**config.mk**
```make
export PLATFORM = sky130hd
export DESIGN_NAME = tbc_timer2
export DESIGN_NICKNAME = d
export VERILOG_FILES = /design/src/pkg/tbc_pkg.sv /design/src/hdl/tbc_timer2.sv
export VERILOG_INCLUDE_DIRS = /design/src /design/src/pkg
export SDC_FILE = /design/constraint.sdc
export NUM_CORES = 1
export LEC_CHECK = 0
export BUFFER_PORTS_ARGS = -buffer_cell sky130_fd_sc_hd__buf_2
export CAP_MARGIN = 25
export CORE_ASPECT_RATIO = 0.9
export CORE_MARGIN = 3
export CORE_UTILIZATION = 50
export DETAILED_ROUTE_END_ITERATION = 10
export PLACE_DENSITY = 0.74
export SYNTH_ARGS = -nofsm -noshare
export SYNTH_HDL_FRONTEND = slang
export SYNTH_SLANG_ARGS = --single-unit
```
**constraint.sdc**
```tcl
create_clock -name pclk -period 2.7 [get_ports pclk]
set_clock_uncertainty 0.15 [all_clocks]
set_input_delay 0.135 -clock pclk [delete_from_list [all_inputs] [get_ports pclk]]
set_output_delay 0.135 -clock pclk [all_outputs]
set_load 0.03 [all_outputs]
```
**src/pkg/tbc_params.svh**
```systemverilog
`ifndef TBC_PARAMS_SVH
`define TBC_PARAMS_SVH
// ---------------------------------------------
// Register byte addresses
// ---------------------------------------------
`define TBC_ADDR_CONTROL 12'h000
`define TBC_ADDR_MODE 12'h004
`define TBC_ADDR_COUNT_LOW 12'h008
`define TBC_ADDR_COUNT_HIGH 12'h00c
`define TBC_ADDR_RELOAD_LOW 12'h010
`define TBC_ADDR_RELOAD_HIGH 12'h014
`define TBC_ADDR_IRQ_ENABLE 12'h018
`define TBC_ADDR_IRQ_STATUS 12'h01c
// ---------------------------------------------
// Control and mode register fields
// ---------------------------------------------
`define TBC_CTL_OVF 7
`define TBC_CTL_EXF 6
`define TBC_CTL_RXSEL 5
`define TBC_CTL_TXSEL 4
`define TBC_CTL_EXEN 3
`define TBC_CTL_RUN 2
`define TBC_CTL_CNT 1
`define TBC_CTL_CAP 0
`define TBC_MODE_OE 1
`define TBC_MODE_DCEN 0
// ---------------------------------------------
// Enable register fields
// ---------------------------------------------
`define TBC_IE_GLOBAL 7
`define TBC_IE_RSVD 6
`define TBC_IE_T2 5
`define TBC_IE_SER 4
`define TBC_IE_T1 3
`define TBC_IE_X1 2
`define TBC_IE_T0 1
`define TBC_IE_X0 0
`define TBC_IE_WMASK 8'hbf
// ---------------------------------------------
// Reset values and timing
// ---------------------------------------------
`define TBC_RST_BYTE 8'h00
`define TBC_RST_MODE 8'h00
`define TBC_STATE_DIV 3'h1
`define TBC_MACH_DIV 4'hb
`define TBC_BAUD_DIV 4'hf
`endif

```
**src/pkg/tbc_pkg.sv**
```systemverilog
package tbc_pkg;
  typedef enum logic [1:0] {
    TBC_OFF = 2'b00,
    TBC_RELOAD = 2'b01,
    TBC_CAPTURE = 2'b10,
    TBC_BAUD = 2'b11
  } tbc_mode_t;
endpackage

```
**src/hdl/tbc_timer2.sv**
```systemverilog
// Decided for this implementation: the address map and register access over APB.
`timescale 1ns/1ps
`include "tbc_params.svh"
module tbc_timer2
  import tbc_pkg::*;
(
  input wire logic pclk,
  input wire logic presetn,
  input wire logic psel,
  input wire logic penable,
  input wire logic pwrite,
  input wire logic [11:0] paddr,
  input wire logic [31:0] pwdata,
  output logic [31:0] prdata,
  output logic pready,
  output logic pslverr,
  input wire logic external_trigger_pin,
  input wire logic count_pin_in,
  input wire logic external_irq_zero_pin,
  input wire logic external_irq_one_pin,
  input wire logic tmr_zero_ovf_flag,
  input wire logic tmr_one_ovf_flag,
  input wire logic serial_port_irq,
  output logic clock_out_port_bit,
  output logic clock_out_port_bit_oe,
  output logic rx_baud_tick,
  output logic tx_baud_tick,
  output logic [5:0] irq_request
);
  typedef struct packed {
    logic [7:0] ctl;
    logic [7:0] mode;
    logic [15:0] count;
    logic [15:0] reload;
    logic [7:0] ie;
    logic [3:0] prescale;
    logic [3:0] rx_div;
    logic [3:0] tx_div;
    logic clk_out;
    logic rx_tick;
    logic tx_tick;
    logic [2:0] trig_sync;
    logic trig_last;
    logic [2:0] cnt_sync;
    logic cnt_last;
    logic [31:0] rdata;
  } tbc_state_t;

  tbc_state_t st_reg;
  tbc_state_t st_next;
  tbc_mode_t mode_sel;
  logic baud_mode;
  logic clkout_mode;
  logic tick;
  logic rollover;
  logic trig_fall;
  logic cnt_fall;
  logic wr_en;
  logic rd_en;
  logic addr_ok;
  logic [31:0] rd_val;

  // ---------------------------------------------
  // Mode decode
  // ---------------------------------------------
  assign baud_mode = st_reg.ctl[`TBC_CTL_RXSEL] | st_reg.ctl[`TBC_CTL_TXSEL];
  assign clkout_mode = ~st_reg.ctl[`TBC_CTL_CNT] & st_reg.mode[`TBC_MODE_OE];

  always_comb
  begin
    if (!st_reg.ctl[`TBC_CTL_RUN])
      mode_sel = TBC_OFF;
    else if (baud_mode)
      mode_sel = TBC_BAUD;
    else if (st_reg.ctl[`TBC_CTL_CAP])
      mode_sel = TBC_CAPTURE;
    else
      mode_sel = TBC_RELOAD;
  end

  // Filtered edges: second and third sync stages must agree
  assign trig_fall = (st_reg.trig_sync[2] == st_reg.trig_sync[1]) & ~st_reg.trig_sync[2] & st_reg.trig_last;
  assign cnt_fall = (st_reg.cnt_sync[2] == st_reg.cnt_sync[1]) & ~st_reg.cnt_sync[2] & st_reg.cnt_last;

  // ---------------------------------------------
  // Bus decode
  // ---------------------------------------------
  assign wr_en = psel & penable & pwrite;
  assign rd_en = psel & ~penable & ~pwrite;
  assign pready = 1'b1;
  assign addr_ok = (paddr[1:0] == 2'b00) && (paddr <= `TBC_ADDR_IRQ_STATUS);
  assign pslverr = psel & penable & ~addr_ok;
  assign prdata = st_reg.rdata;

  always_comb
  begin
    case (paddr)
      `TBC_ADDR_CONTROL: rd_val = {24'h000000, st_reg.ctl};
      `TBC_ADDR_MODE: rd_val = {24'h000000, 6'h00, st_reg.mode[1:0]};
      `TBC_ADDR_COUNT_LOW: rd_val = {24'h000000, st_reg.count[7:0]};
      `TBC_ADDR_COUNT_HIGH: rd_val = {24'h000000, st_reg.count[15:8]};
      `TBC_ADDR_RELOAD_LOW: rd_val = {24'h000000, st_reg.reload[7:0]};
      `TBC_ADDR_RELOAD_HIGH: rd_val = {24'h000000, st_reg.reload[15:8]};
      `TBC_ADDR_IRQ_ENABLE: rd_val = {24'h000000, st_reg.ie};
      `TBC_ADDR_IRQ_STATUS: rd_val = {26'h0, irq_request};
      default: rd_val = 32'h00000000;
    endcase
  end

  // ---------------------------------------------
  // Next state
  // ---------------------------------------------
  always_comb
  begin
    st_next = st_reg;
    st_next.rx_tick = 1'b0;
    st_next.tx_tick = 1'b0;
    st_next.trig_sync = {st_reg.trig_sync[1:0], external_trigger_pin};
    st_next.cnt_sync = {st_reg.cnt_sync[1:0], count_pin_in};
    if (st_reg.trig_sync[2] == st_reg.trig_sync[1])
      st_next.trig_last = st_reg.trig_sync[2];
    if (st_reg.cnt_sync[2] == st_reg.cnt_sync[1])
      st_next.cnt_last = st_reg.cnt_sync[2];
    tick = 1'b0;
    rollover = 1'b0;
    if (rd_en)
      st_next.rdata = rd_val;
    // Software writes first so a same-cycle hardware set wins
    if (wr_en && addr_ok)
    begin
      case (paddr)
        `TBC_ADDR_CONTROL: st_next.ctl = pwdata[7:0];
        `TBC_ADDR_MODE: st_next.mode = {6'h00, pwdata[1:0]};
        `TBC_ADDR_COUNT_LOW: st_next.count[7:0] = pwdata[7:0];
        `TBC_ADDR_COUNT_HIGH: st_next.count[15:8] = pwdata[7:0];
        `TBC_ADDR_RELOAD_LOW: st_next.reload[7:0] = pwdata[7:0];
        `TBC_ADDR_RELOAD_HIGH: st_next.reload[15:8] = pwdata[7:0];
        `TBC_ADDR_IRQ_ENABLE: st_next.ie = pwdata[7:0] & `TBC_IE_WMASK;
        default: st_next.ie = st_next.ie;
      endcase
    end
    // Prescaler: count pin falls in counter mode outside baud, state time in baud or clock out, machine cycle otherwise
    if (mode_sel != TBC_OFF)
    begin
      if (st_reg.ctl[`TBC_CTL_CNT] && !baud_mode)
        tick = cnt_fall;
      else if (baud_mode || clkout_mode)
      begin
        tick = (st_reg.prescale >= {1'b0, `TBC_STATE_DIV});
        st_next.prescale = tick ? 4'h0 : st_reg.prescale + 4'h1;
      end
      else
      begin
        tick = (st_reg.prescale >= `TBC_MACH_DIV);
        st_next.prescale = tick ? 4'h0 : st_reg.prescale + 4'h1;
      end
    end
    else
      st_next.prescale = 4'h0;
    if (tick)
    begin
      rollover = (st_reg.count == 16'hffff);
      st_next.count = rollover ? st_reg.reload : st_reg.count + 16'h0001;
    end
    // Overflow flag only outside baud and clock out
    if (rollover && !baud_mode && !clkout_mode)
      st_next.ctl[`TBC_CTL_OVF] = 1'b1;
    if (rollover && clkout_mode)
      st_next.clk_out = ~st_reg.clk_out;
    if (!clkout_mode)
      st_next.clk_out = 1'b0;
    // Baud ticks: overflow divided by 16 per direction
    if (rollover && st_reg.ctl[`TBC_CTL_RXSEL])
    begin
      st_next.rx_div = st_reg.rx_div + 4'h1;
      st_next.rx_tick = (st_reg.rx_div == `TBC_BAUD_DIV);
    end
    if (rollover && st_reg.ctl[`TBC_CTL_TXSEL])
    begin
      st_next.tx_div = st_reg.tx_div + 4'h1;
      st_next.tx_tick = (st_reg.tx_div == `TBC_BAUD_DIV);
    end
    // External edge: flag always, reload or capture only outside baud mode
    if (trig_fall && st_reg.ctl[`TBC_CTL_EXEN])
    begin
      st_next.ctl[`TBC_CTL_EXF] = 1'b1;
      if (mode_sel == TBC_RELOAD)
        st_next.count = st_reg.reload;
      else if (mode_sel == TBC_CAPTURE)
        st_next.reload = st_reg.count;
    end
  end

  always_ff @(posedge pclk or negedge presetn)
  begin
    if (!presetn)
    begin
      st_reg <= '0;
      st_reg.trig_sync <= 3'h7;
      st_reg.trig_last <= 1'b1;
      st_reg.cnt_sync <= 3'h7;
      st_reg.cnt_last <= 1'b1;
    end
    else
      st_reg <= st_next;
  end

  // ---------------------------------------------
  // Outputs
  // ---------------------------------------------
  assign clock_out_port_bit = st_reg.clk_out;
  assign clock_out_port_bit_oe = clkout_mode;
  assign rx_baud_tick = st_reg.rx_tick;
  assign tx_baud_tick = st_reg.tx_tick;

  // Requests gated by the global enable; timer zero and one flags come in registered
  always_comb
  begin
    irq_request = 6'h00;
    if (st_reg.ie[`TBC_IE_GLOBAL])
    begin
      irq_request[0] = st_reg.ie[`TBC_IE_X0] & external_irq_zero_pin;
      irq_request[1] = st_reg.ie[`TBC_IE_T0] & tmr_zero_ovf_flag;
      irq_request[2] = st_reg.ie[`TBC_IE_X1] & external_irq_one_pin;
      irq_request[3] = st_reg.ie[`TBC_IE_T1] & tmr_one_ovf_flag;
      irq_request[4] = st_reg.ie[`TBC_IE_SER] & serial_port_irq;
      irq_request[5] = st_reg.ie[`TBC_IE_T2] & (st_reg.ctl[`TBC_CTL_OVF] | st_reg.ctl[`TBC_CTL_EXF]);
    end
  end

  // ---------------------------------------------
  // Assertions
  // ---------------------------------------------
  property p_baud_no_ovf;
    @(posedge pclk) disable iff (!presetn)
    (baud_mode && rollover && !st_reg.ctl[`TBC_CTL_OVF] && !(wr_en && paddr == `TBC_ADDR_CONTROL))
    |=> !st_reg.ctl[`TBC_CTL_OVF];
  endproperty
  a_baud_no_ovf: assert property (p_baud_no_ovf) else $error("Overflow flag set in baud mode");

  property p_reload;
    @(posedge pclk) disable iff (!presetn)
    (rollover && !(wr_en && paddr[4:3] == 2'b01)) |=> (st_reg.count == $past(st_reg.reload));
  endproperty
  a_reload: assert property (p_reload) else $error("Rollover did not reload");

  property p_stop;
    @(posedge pclk) disable iff (!presetn)
    (!st_reg.ctl[`TBC_CTL_RUN] && !wr_en && !trig_fall) |=> $stable(st_reg.count);
  endproperty
  a_stop: assert property (p_stop) else $error("Count moved while stopped");

  property p_state_rate;
    @(posedge pclk) disable iff (!presetn)
    (baud_mode && st_reg.ctl[`TBC_CTL_RUN] && tick) |=> !tick ##1 (tick || !st_reg.ctl[`TBC_CTL_RUN] || !baud_mode);
  endproperty
  a_state_rate: assert property (p_state_rate) else $error("Baud mode tick not every state time");

  property p_exf_set;
    @(posedge pclk) disable iff (!presetn)
    (trig_fall && st_reg.ctl[`TBC_CTL_EXEN]) |=> st_reg.ctl[`TBC_CTL_EXF];
  endproperty
  a_exf_set: assert property (p_exf_set) else $error("External flag not set");

  property p_baud_no_ext_reload;
    @(posedge pclk) disable iff (!presetn)
    (baud_mode && trig_fall && !tick && !wr_en) |=> $stable(st_reg.count);
  endproperty
  a_baud_no_ext_reload: assert property (p_baud_no_ext_reload) else $error("Trigger reloaded in baud mode");

  property p_global;
    @(posedge pclk) disable iff (!presetn)
    !st_reg.ie[`TBC_IE_GLOBAL] |-> (irq_request == 6'h00);
  endproperty
  a_global: assert property (p_global) else $error("Request with global enable off");

  property p_t2_or;
    @(posedge pclk) disable iff (!presetn)
    (st_reg.ie[`TBC_IE_GLOBAL] && st_reg.ie[`TBC_IE_T2]) |->
    (irq_request[5] == (st_reg.ctl[`TBC_CTL_OVF] | st_reg.ctl[`TBC_CTL_EXF]));
  endproperty
  a_t2_or: assert property (p_t2_or) else $error("Timer two request mismatch");

  property p_clkout_toggle;
    @(posedge pclk) disable iff (!presetn)
    (clkout_mode && rollover && !wr_en) |=> (clock_out_port_bit != $past(clock_out_port_bit));
  endproperty
  a_clkout_toggle: assert property (p_clkout_toggle) else $error("Clock out did not toggle");

  property p_rsvd;
    @(posedge pclk) disable iff (!presetn)
    !st_reg.ie[`TBC_IE_RSVD];
  endproperty
  a_rsvd: assert property (p_rsvd) else $error("Reserved enable bit set");

  // Stopping the timer ends the tick train, so a stop inside the window is allowed
  property p_mach_rate;
    @(posedge pclk) disable iff (!presetn)
    (st_reg.ctl[`TBC_CTL_RUN] && !baud_mode && !clkout_mode && !st_reg.ctl[`TBC_CTL_CNT] && tick)
    |=> (!tick) [*8] ##4 (tick || !st_reg.ctl[`TBC_CTL_RUN]);
  endproperty
  a_mach_rate: assert property (p_mach_rate) else $error("Timer tick not every machine cycle");

  property p_ovf_set;
    @(posedge pclk) disable iff (!presetn)
    (rollover && !baud_mode && !clkout_mode) |=> st_reg.ctl[`TBC_CTL_OVF];
  endproperty
  a_ovf_set: assert property (p_ovf_set) else $error("Overflow flag not set on rollover");

  property p_clkout_no_ovf;
    @(posedge pclk) disable iff (!presetn)
    (clkout_mode && rollover && !st_reg.ctl[`TBC_CTL_OVF] && !(wr_en && paddr == `TBC_ADDR_CONTROL))
    |=> !st_reg.ctl[`TBC_CTL_OVF];
  endproperty
  a_clkout_no_ovf: assert property (p_clkout_no_ovf) else $error("Overflow flag set in clock out mode");

  property p_exf_hold;
    @(posedge pclk) disable iff (!presetn)
    (st_reg.ctl[`TBC_CTL_EXF] && !(wr_en && paddr == `TBC_ADDR_CONTROL)) |=> st_reg.ctl[`TBC_CTL_EXF];
  endproperty
  a_exf_hold: assert property (p_exf_hold) else $error("External flag cleared by hardware");

  property p_count_step;
    @(posedge pclk) disable iff (!presetn)
    (tick && !rollover && !wr_en && !trig_fall) |=> (st_reg.count == $past(st_reg.count) + 16'h0001);
  endproperty
  a_count_step: assert property (p_count_step) else $error("Count did not advance on tick");

  property p_rx_pulse;
    @(posedge pclk) disable iff (!presetn)
    rx_baud_tick |=> !rx_baud_tick;
  endproperty
  a_rx_pulse: assert property (p_rx_pulse) else $error("Receive tick longer than one cycle");

  property p_tx_pulse;
    @(posedge pclk) disable iff (!presetn)
    tx_baud_tick |=> !tx_baud_tick;
  endproperty
  a_tx_pulse: assert property (p_tx_pulse) else $error("Transmit tick longer than one cycle");

  property p_clkout_idle;
    @(posedge pclk) disable iff (!presetn)
    !clkout_mode |=> !clock_out_port_bit;
  endproperty
  a_clkout_idle: assert property (p_clkout_idle) else $error("Port clock active outside clock out mode");
endmodule // tbc_timer2

```
==> impl_metrics.py, run 1 <==
metrics = {
    "power_and_ir_drop": {
        "seqPwrFrac_pct": 48.3,
        "ir_worst_vdd_mv": 0.357,
        "cellPowerDensity_nw_per_um2": 465,
        "p_clk_share_pct": 42.9,
        "p_int_w": 0.00191,
        "power.switching_w": 0.000631,
        "p_leak_nw": 2.57,
        "switching_share_pct": 24.9,
        "p_comb_share_pct": 8.8,
    },
    "logic_synthesis": {
        "synth_flop_cell": "dfrtp_1",
        "synthDistinctLibCells": 64,
        "synth_seq_area_share_pct": 41.8,
        "ys_ff_latch": 80,
        "synth_edf_count": 0,
        "syn_area_per_cell_um2": 9.47,
        "postSynthCellCount": 508,
        "yosysWarnings": 0,
        "async_flop_share_pct": 100,
        "syn_area_um2": 4810,
    },
    "drt": {
        "drc_errors": 0,
        "drtPass1Iterations": 5,
        "wl_um": 12600,
        "avgViaCountPerCell": 5.93,
        "dr.first_iter.drc_count": 436,
        "num_vias": 4072,
        "final_antenna_net_count": 0,
        "wl_per_cell_um": 18.3,
    },
    "clock_network": {
        "htreeDepth": 3,
        "numCtsBuffers": 9,
        "path_clk_slew_ns": 0.09,
        "postCtsSetupRepairBufs": 0,
        "clk_latency_ns": 0.36,
        "clock_sinks": 80,
        "clockBufferDepth": 2,
        "cts_tree": "done",
        "cts-root-buf": "clkbuf_8",
    },
    "setup_path": {
        "critPathMaxStageDelay_ns": 0.44,
        "worst_setup_path_start_kind": "flip-flop",
        "required_ns": 2.82,
        "worstPathCellList": "inv_1 > ha_1 > nor3b_1 > a21oi_1 > o311ai_1 > buf_4 > nor3_1 > inv_1 > o221ai_1",
        "crit_top_cell": "inv_1",
        "worstPathMaxFanout": 14,
        "crit_type": "reg -> reg",
        "critPathSlowestCell": "dfrtp_1",
        "critPathArrivalTime_ns": 2.56,
        "crit_path_end_kind": "flip-flop",
    },
    "placed_design": {
        "io_buffers": 50,
        "place_congestion": 0.908,
        "place_hpwl_um": 9040,
        "dp_slack_ns": 0.103,
    },
    "die": {
        "start_util_pct": 52.0,
        "die_h_um": 99.1,
        "rows": 33,
        "top_level_ports": 100,
        "dieArea_um2": 10800,
        "die_w_um": 109,
        "core_area_um2": 9250,
    },
    "global_routing": {
        "grt_pass1_wl_um": 20100,
        "grt_pass1_vias": 3863,
        "overflow": 0,
        "antenna_found_initial": 0,
        "grt_max_degree": 81,
        "grt_usage_pct": 23.9,
    },
    "flow_run": {
        "cap_viol_max_count": 0,
    },
    "cells_and_area": {
        "areaGrowthSynthToFinish_pct": 13.5,
        "nNetsFinal": 624,
        "largest_reg_flops": 65,
        "antenna_cells": 0,
        "drive_gt1_share_pct": 21.8,
        "fin_util_pct": 59.0,
    },
    "timing": {
        "fin_tns_setup_ns": 0,
        "fin_crit_sh_pct": 90.1,
        "rsz0062_at_grt": "false",
        "setup_viol": 0,
        "worst_slack_ns": 0.268,
        "drv_slew": 0,
        "fmax_mhz": 411,
        "max-slew-margin-rel_pct": 61.0,
        "hold_viol_final": 0,
        "period_needed_ns": 2.43,
        "worstMarginPinSlew_ns": 0.576,
        "hold_slack_ns": 0.0289,
    },
    "hold_path": {
        "hold_class": "in -> reg",
    },
    "outcome": {
        "outcome": "finished clean",
    },
}
[cells by family after synthesis]
| family | count (synthesis) | synth area share, % |
|---|---|---|
| xor+xnor | 17 | 3.10 |
| buf+inv | 73 | 8.63 |
| fa+ha+maj | 8 | 2.08 |
| flops | 80 | 41.8 |
| compound gates | 110 | 14.9 |
| mux | 56 | 12.3 |
| other cells | 2 | 0.156 |
| simple gates | 162 | 17.1 |
[path summary, 6_finish.rpt]
| check | start | endpoint | slack [ns] | cells after the start |
|---|---|---|---|---|
| worst min-delay path | penable | prdata[2]$_DFFE_PN0P_ | 0.03 | 4 |
| worst max register to register | st_reg[51]$_DFFE_PN0P_ | st_reg[90]$_DFF_PN0_ | 0.27 | 9 |
| worst max-delay path | st_reg[51]$_DFFE_PN0P_ | st_reg[90]$_DFF_PN0_ | 0.27 | 9 |
| worst min register to register | st_next[38]$_DFF_PN1_ | st_next[39]$_DFF_PN1_ | 0.21 | 0 |
| max in group asynchronous | presetn | st_reg[32]$_DFFE_PN1N_ | 1.26 | 4 |
| min in group asynchronous | presetn | prdata[3]$_DFFE_PN0P_ | 0.51 | 3 |
[power groups by stage]
| stage | sequential, W | clock, W | combinational (W) |
|---|---|---|---|
| finish | 0.00123 | 0.00109 | 0.000223 |
| global route | 0.00123 | 0.00116 | 0.000242 |
| CTS | 0.00123 | 0.00110 | 0.000215 |
| detailed placement | 0.00125 | 0 | 0.000203 |
| global placement | 0.00125 | 0 | 0.000199 |
| floorplan | 0.00125 | 0 | 0.000156 |
[metal layers]
layer	wire length [um]	up-vias	GRT usage (%)
li1	-	1859	-
met1	5550	2027	33.0
met2	5860	158	37.5
met3	767	28	4.52
met4	384	0	8.44
met5	0	-	0
[final cells by class]
| type | instances | area, um2 |
|---|---|---|
| inverters | 12 | 45.0 |
| multi-input cells | 378 | 2470 |
| clock inverters | 6 | 115 |
| repair buffers | 79 | 533 |
| flip-flops and latches | 80 | 2010 |
| clock buffers | 10 | 128 |
| fillers | 810 | 3790 |
| well taps | 122 | 153 |
[cells in the mapped netlist, types with 9 or more instances]
cell type,n,area [um2]
nor2_1,48,180
o21ai_0,26,130
inv_1,12,45.0
xnor2_1,9,78.8
nand2_1,49,184
buf_4,34,255
clkbuf_1,20,75.1
nand3_1,9,45.0
and3_1,13,81.3
mux2i_1,32,320
dfrtp_1,72,1800
a21oi_1,33,165
mux2_2,23,259
[metrics by stage]
| stage | power [W] | area [um2] | std cells |
|---|---|---|---|
| 6_report | 0.00254 | 5460 | 687 |
| 5_1_grt | 0.00263 | 5460 | 687 |
| 4_1_cts | 0.00254 | 5410 | 684 |
| 3_5_place_dp | 0.00145 | 5060 | 658 |
| 3_3_place_gp | 0.00145 | 5060 | 658 |
| 2_1_floorplan | 0.00140 | 4900 | 531 |
[repair_timing]
action,CTS,global route
gates resized for setup,0,1
hold buffers,10,2
endpoints found under the hold margin,82,8
endpoints found under the setup margin,0,3
[placed cells by master (no fill, tap or decap), drive strengths merged, types with 3 or more instances in the layout]
cell / netlist / layout
nand2: 49 / 49
nand3: 10 / 10
o22a: 3 / 3
nor2: 48 / 48
nor3b: 5 / 5
bufinv: 0 / 3
xnor2: 9 / 9
o211ai: 3 / 3
clkbuf: 21 / 10
a31oi: 3 / 3
ha: 8 / 8
dfstp: 8 / 8
and4: 3 / 3
o21ai: 27 / 27
inv: 12 / 14
a221oi: 6 / 6
nor2b: 4 / 4
a22o: 4 / 4
a22oi: 8 / 8
and3: 13 / 13
dfrtp: 72 / 72
dlygate4sd3: 0 / 12
xor2: 8 / 8
nor3: 5 / 5
mux2i: 32 / 32
o221ai: 4 / 4
conb: 2 / 25
a21oi: 33 / 33
nand4: 6 / 6
buf: 40 / 67
mux2: 24 / 24
[worst max-delay path: cells and delay by family (launching register included)]
family                   cells  cell delay, ns
AO/OA/AOI/OAI                3            0.54
adder cells (fa/ha/maj)      1            0.18
buffers and inverters        3            0.47
flip-flops                   1            0.44
AND/OR/NAND/NOR              2            0.55
Note: power is estimated with default switching activity, not from simulation.
==> run 2, diff against run 1 <==
--- a/config.mk
+++ b/config.mk
@@ -8,7 +8,7 @@
 export LEC_CHECK = 0
 export BUFFER_PORTS_ARGS = -buffer_cell sky130_fd_sc_hd__buf_2
 export CAP_MARGIN = 25
-export CORE_ASPECT_RATIO = 0.9
+export CORE_ASPECT_RATIO = 2
 export CORE_MARGIN = 3
 export CORE_UTILIZATION = 50
 export DETAILED_ROUTE_END_ITERATION = 10
==> run 2 against run 1 <==
Compared with the run above: total power is 1.1% higher; via count is 0.17% higher; utilization is 0.36 points lower; register-to-register slack worse by 0.13 ns; die area is 0.65% higher; sequential power hardly changed; critical path type unchanged; maximum frequency is 5.2% lower; sequential share of layout area is 0.31 points lower; largest power group unchanged; critical path depth is 2 lower; wire length is 8.4% higher.
==> impl_metrics.py, run 2 (synthesized netlist as in run 1, its figures left out) <==
metrics = {
    "outcome": {
        "outcome": "finished clean",
    },
    "setup_path": {
        "crit_type": "reg -> reg",
        "critPathSlowestCell": "a21oi_1",
        "crit_top_cell": "a21oi_1",
        "critPathMaxStageDelay_ns": 0.65,
        "worstPathMaxFanout": 8,
        "worstPathCellList": "ha_1 > nor3b_1 > a21oi_1 > o311a_1 > a21oi_1 > o221ai_1 > a21oi_1",
        "crit_path_end_kind": "flip-flop",
        "worst_setup_path_start_kind": "flip-flop",
        "crit_path_start": "st_reg[51]$_DFFE_PN0P_",
        "required_ns": 2.81,
        "critPathArrivalTime_ns": 2.67,
        "r2r_start": "st_reg[51]$_DFFE_PN0P_",
    },
    "cells_and_area": {
        "nNetsFinal": 630,
        "final_common_cell": "dfrtp_1",
        "areaGrowthSynthToFinish_pct": 14.4,
        "final_cell_mix": "dfrtp_1 (72), nand2_1 (49), buf_2 (49)",
        "antenna_cells": 0,
        "largest_reg_flops": 65,
        "drive_gt1_share_pct": 23.3,
    },
    "hold_path": {
        "min-delay-start": "pwdata[3]",
        "hold_class": "in -> reg",
    },
    "die": {
        "top_level_ports": 100,
        "die_h_um": 145,
        "die_w_um": 75.4,
        "start_util_pct": 51.3,
        "core_area_um2": 9380,
        "dieArea_um2": 10900,
        "rows": 50,
    },
    "timing": {
        "fmax_mhz": 390,
        "fin_tns_setup_ns": 0,
        "fin_crit_sh_pct": 95.1,
        "period_needed_ns": 2.57,
        "hold_viol_final": 0,
        "worstMarginPinSlew_ns": 0.790,
        "setup_viol": 0,
        "drv_slew": 0,
        "max-slew-margin-rel_pct": 47.3,
        "rsz0062_at_grt": "true",
    },
    "drt": {
        "drc_errors": 0,
        "wl_per_cell_um": 20.2,
        "drtPass1Iterations": 5,
        "num_vias": 4079,
        "dr.first_iter.drc_count": 330,
        "final_antenna_net_count": 0,
        "avgViaCountPerCell": 6.04,
        "wl_um": 13600,
    },
    "global_routing": {
        "grt_max_degree": 81,
        "antenna_found_initial": 0,
        "grt_pass1_wl_um": 20800,
        "grt_pass1_vias": 4056,
        "grt_usage_pct": 25.9,
        "overflow": 0,
    },
    "clock_network": {
        "path_clk_slew_ns": 0.06,
        "clk_latency_ns": 0.34,
        "cts-root-buf": "clkbuf_16",
        "clockBufferDepth": 2,
        "cts_tree": "done",
        "htreeDepth": 3,
        "numCtsBuffers": 9,
        "clock_sinks": 80,
    },
    "placed_design": {
        "place_hpwl_um": 10300,
        "place_congestion": 0.976,
        "io_buffers": 50,
    },
    "power_and_ir_drop": {
        "cellPowerDensity_nw_per_um2": 466,
        "power_w": 0.00257,
        "p_leak_nw": 2.61,
        "ir_worst_vdd_mv": 0.419,
    },
    "flow_run": {
        "cap_viol_max_count": 0,
    },
}
run 2: report_power, final:
group / internal (W) / total [W] / switching (W)
clock network: 0.000647 / 0.00113 / 0.000480
registers: 0.00122 / 0.00123 / 0.00000698
logic: 0.0000618 / 0.000212 / 0.000150
run 2: critical path, delay by kind of cell, from the launching register on:
family,cells,cell delay [ns]
AO/OA/AOI/OAI,5,1.47
flip-flops,1,0.43
adder cells (fa/ha/maj),1,0.24
AND/OR/NAND/NOR,1,0.19
run 2: worst paths after layout:
check                                               end  slack (ns)  depth (start not counted)
worst max-delay path               st_reg[92]$_DFF_PN0_        0.13                          7
worst min-delay path            st_reg[106]$_DFFE_PN0P_       0.009                          2
worst max register to register     st_reg[92]$_DFF_PN0_        0.13                          7
worst min register to register    st_next[35]$_DFF_PN1_        0.21                          0
max in group asynchronous        st_reg[32]$_DFFE_PN1N_        1.68                          3
min in group asynchronous          st_reg[84]$_DFF_PN0_        0.08                          2
run 2: area by class of cell:
cell class                 instances  area (um2)
multi-input combinational        378        2480
tap                              104         130
timing repair buffer              85         566
sequential                        80        2010
clock buffer                      13         250
fill                             838        3880
clock inverter                     3        20.0
inverter                          12        45.0
run 2: layer usage:
| layer | up-vias | global-route usage [%] | routed length, um |
|---|---|---|---|
| met3 | 64 | 4.36 | 595 |
| li1 | 1870 | - | - |
| met2 | 175 | 44.1 | 7080 |
| met4 | 0 | 21.4 | 1140 |
| met5 | - | 0 | 0 |
| met1 | 1970 | 26.4 | 4800 |
run 2: timing repair:
item,CTS,global route
resized for setup,0,2
endpoints found under the setup margin,0,2
endpoints found under the hold margin,81,0
hold buffers,7,0
setup buffers,0,0
run 2: through the flow:
step	std cells	setup slack [ns]	util [%]	area (um2)	hold WS [ns]
3_3_place_gp	651	0.203	54.6	5120	0.0895
5_1_grt	675	0.00503	58.7	5510	0.00801
2_1_floorplan	531	0.401	-	4900	-0.311
4_1_cts	674	0.158	58.2	5470	0.00203
6_report	675	0.133	58.7	5510	0.00950
3_5_place_dp	651	0.184	54.6	5120	0.0916
==> run 3, diff against run 2 <==
--- a/config.mk
+++ b/config.mk
@@ -6,13 +6,13 @@
 export SDC_FILE = /design/constraint.sdc
 export NUM_CORES = 1
 export LEC_CHECK = 0
-export BUFFER_PORTS_ARGS = -buffer_cell sky130_fd_sc_hd__buf_2
-export CAP_MARGIN = 25
+export BUFFER_PORTS_ARGS = -buffer_cell sky130_fd_sc_hd__buf_4
+export CAP_MARGIN = 20
 export CORE_ASPECT_RATIO = 2
 export CORE_MARGIN = 3
 export CORE_UTILIZATION = 50
 export DETAILED_ROUTE_END_ITERATION = 10
-export PLACE_DENSITY = 0.74
+export PLACE_DENSITY_LB_ADDON = 0.12
 export SYNTH_ARGS = -nofsm -noshare
 export SYNTH_HDL_FRONTEND = slang
 export SYNTH_SLANG_ARGS = --single-unit
==> run 3 against run 2 <==
Compared with the run above: total power up 7.5%; highest routed layer unchanged; design area grew 2.7%; largest cell class unchanged; largest power group is now clock; sequential share of layout area fell by 0.95 points; utilization is 1.6 points higher.
==> impl_metrics.py, run 3 (synthesized netlist as in run 1, its figures left out) <==
metrics = {
    "power_and_ir_drop": {
        "p_leak_nw": 2.65,
        "p_comb_share_pct": 8.6,
        "cellPowerDensity_nw_per_um2": 488,
        "p_clk_share_pct": 46.9,
        "switching_share_pct": 22.7,
        "ir_worst_vdd_mv": 0.323,
        "power.switching_w": 0.000628,
        "seqPwrFrac_pct": 44.5,
        "p_int_w": 0.00213,
    },
    "clock_network": {
        "clockBufferDepth": 2,
        "cts-root-buf": "clkbuf_16",
        "clk_latency_ns": 0.34,
        "postCtsSetupRepairBufs": 0,
        "clock_sinks": 80,
        "htreeDepth": 3,
        "numCtsBuffers": 9,
        "cts_tree": "done",
        "path_clk_slew_ns": 0.06,
    },
    "timing": {
        "drv_slew": 0,
        "worstMarginPinSlew_ns": 0.587,
        "period_needed_ns": 2.44,
        "fmax_mhz": 410,
        "hold_viol_final": 0,
        "fin_tns_setup_ns": 0,
        "fin_crit_sh_pct": 90.3,
        "setup_viol": 0,
        "hold_slack_ns": 0.00998,
        "rsz0062_at_grt": "false",
        "max-slew-margin-rel_pct": 60.8,
    },
    "drt": {
        "drtPass1Iterations": 5,
        "avgViaCountPerCell": 5.84,
        "dr.first_iter.drc_count": 286,
        "final_antenna_net_count": 0,
        "drc_errors": 0,
        "wl_per_cell_um": 20.1,
        "wl_um": 13500,
        "num_vias": 3929,
    },
    "cells_and_area": {
        "drive_gt1_share_pct": 22.3,
        "areaGrowthSynthToFinish_pct": 17.5,
        "seqCellArea_um2": 2010,
        "instances_no_fill": 673,
        "antenna_cells": 0,
        "nNetsFinal": 629,
        "fin_util_pct": 60.2,
        "fillCellCount": 821,
        "final_cell_mix": "dfrtp_1 (72), buf_4 (72), nand2_1 (49)",
        "multiInputGateArea_um2": 2470,
        "largest_reg_flops": 65,
    },
    "die": {
        "dieArea_um2": 10900,
        "die_h_um": 145,
        "start_util_pct": 51.3,
        "core_area_um2": 9380,
        "top_level_ports": 100,
        "rows": 50,
        "die_w_um": 75.4,
    },
    "global_routing": {
        "overflow": 0,
        "grt_usage_pct": 26.3,
        "grt_pass1_vias": 3970,
        "grt_max_degree": 81,
        "antenna_found_initial": 0,
        "grt_pass1_wl_um": 20900,
    },
    "setup_path": {
        "required_ns": 2.79,
        "crit_path_end_kind": "flip-flop",
        "worstPathMaxFanout": 14,
        "critPathArrivalTime_ns": 2.53,
        "crit_type": "reg -> reg",
        "worst_setup_path_start_kind": "flip-flop",
    },
    "outcome": {
        "outcome": "finished clean",
    },
    "placed_design": {
        "dp.cells": 646,
        "place_congestion": 0.961,
        "io_buffers": 50,
        "place_hpwl_um": 10100,
    },
    "flow_run": {
        "cap_viol_max_count": 0,
    },
    "hold_path": {
        "hold_class": "in -> reg",
    },
}
## run 3: critical path, cell delays in order (launching register included)
cell and delay (ns):
dfrtp_1 0.43, inv_1 0.06, ha_1 0.18, nor3b_1 0.13, a21oi_1 0.24, o311ai_1 0.12
buf_4 0.21, nor3_1 0.41, inv_1 0.19, o221ai_1 0.22
## run 3: layout make-up
class,count,share of cell area (%)
multi-input combinational,378,43.8
sequential,80,35.6
timing repair buffer,84,12.0
clock buffer,12,4.36
tap,104,2.30
clock inverter,3,1.20
inverter,12,0.797
## run 3: worst paths after layout
kind                                               end  slack, ns                   start  depth (start not counted)
worst max-delay path              st_reg[90]$_DFF_PN0_       0.26  st_reg[51]$_DFFE_PN0P_                          9
worst min-delay path             prdata[0]$_DFFE_PN0P_       0.01                 penable                          3
worst max register to register    st_reg[90]$_DFF_PN0_       0.26  st_reg[51]$_DFFE_PN0P_                          9
worst min register to register   st_next[39]$_DFF_PN1_       0.20   st_next[38]$_DFF_PN1_                          0
max in group asynchronous       st_reg[36]$_DFFE_PN1N_       1.74                 presetn                          3
min in group asynchronous       st_reg[56]$_DFFE_PN0P_       0.02                 presetn                          2
## run 3: power by group through the flow
stage	logic, W	registers (W)	clock network (W)
final	0.000236	0.00123	0.00130
after global routing	0.000259	0.00123	0.00137
after CTS	0.000231	0.00123	0.00132
after detailed placement	0.000217	0.00125	0
after global placement	0.000215	0.00125	0
after floorplan	0.000156	0.00125	0
## run 3: stage by stage
step | total power (W) | setup WS, ns | instance area (um2)
after floorplan | 0.00140 | 0.401 | 4900
after global placement | 0.00146 | 0.180 | 5200
after detailed placement | 0.00147 | 0.135 | 5200
after CTS | 0.00278 | 0.0973 | 5620
after global routing | 0.00285 | 0.0414 | 5650
final | 0.00276 | 0.261 | 5650
## run 3: layer usage
layer	share of wire [%]	vias up	routed length, um	global-route usage, %
li1	-	1862	-	-
met1	37	1896	4930	28.9
met2	53	125	7210	45.3
met3	3.3	46	447	3.60
met4	6.7	0	910	17.4
met5	0	-	0	0
## run 3: what timing repair did
action	CTS	global route
resized for setup	0	1
endpoints found under the hold margin	89	0
hold buffers	11	0
endpoints found under the setup margin	0	3
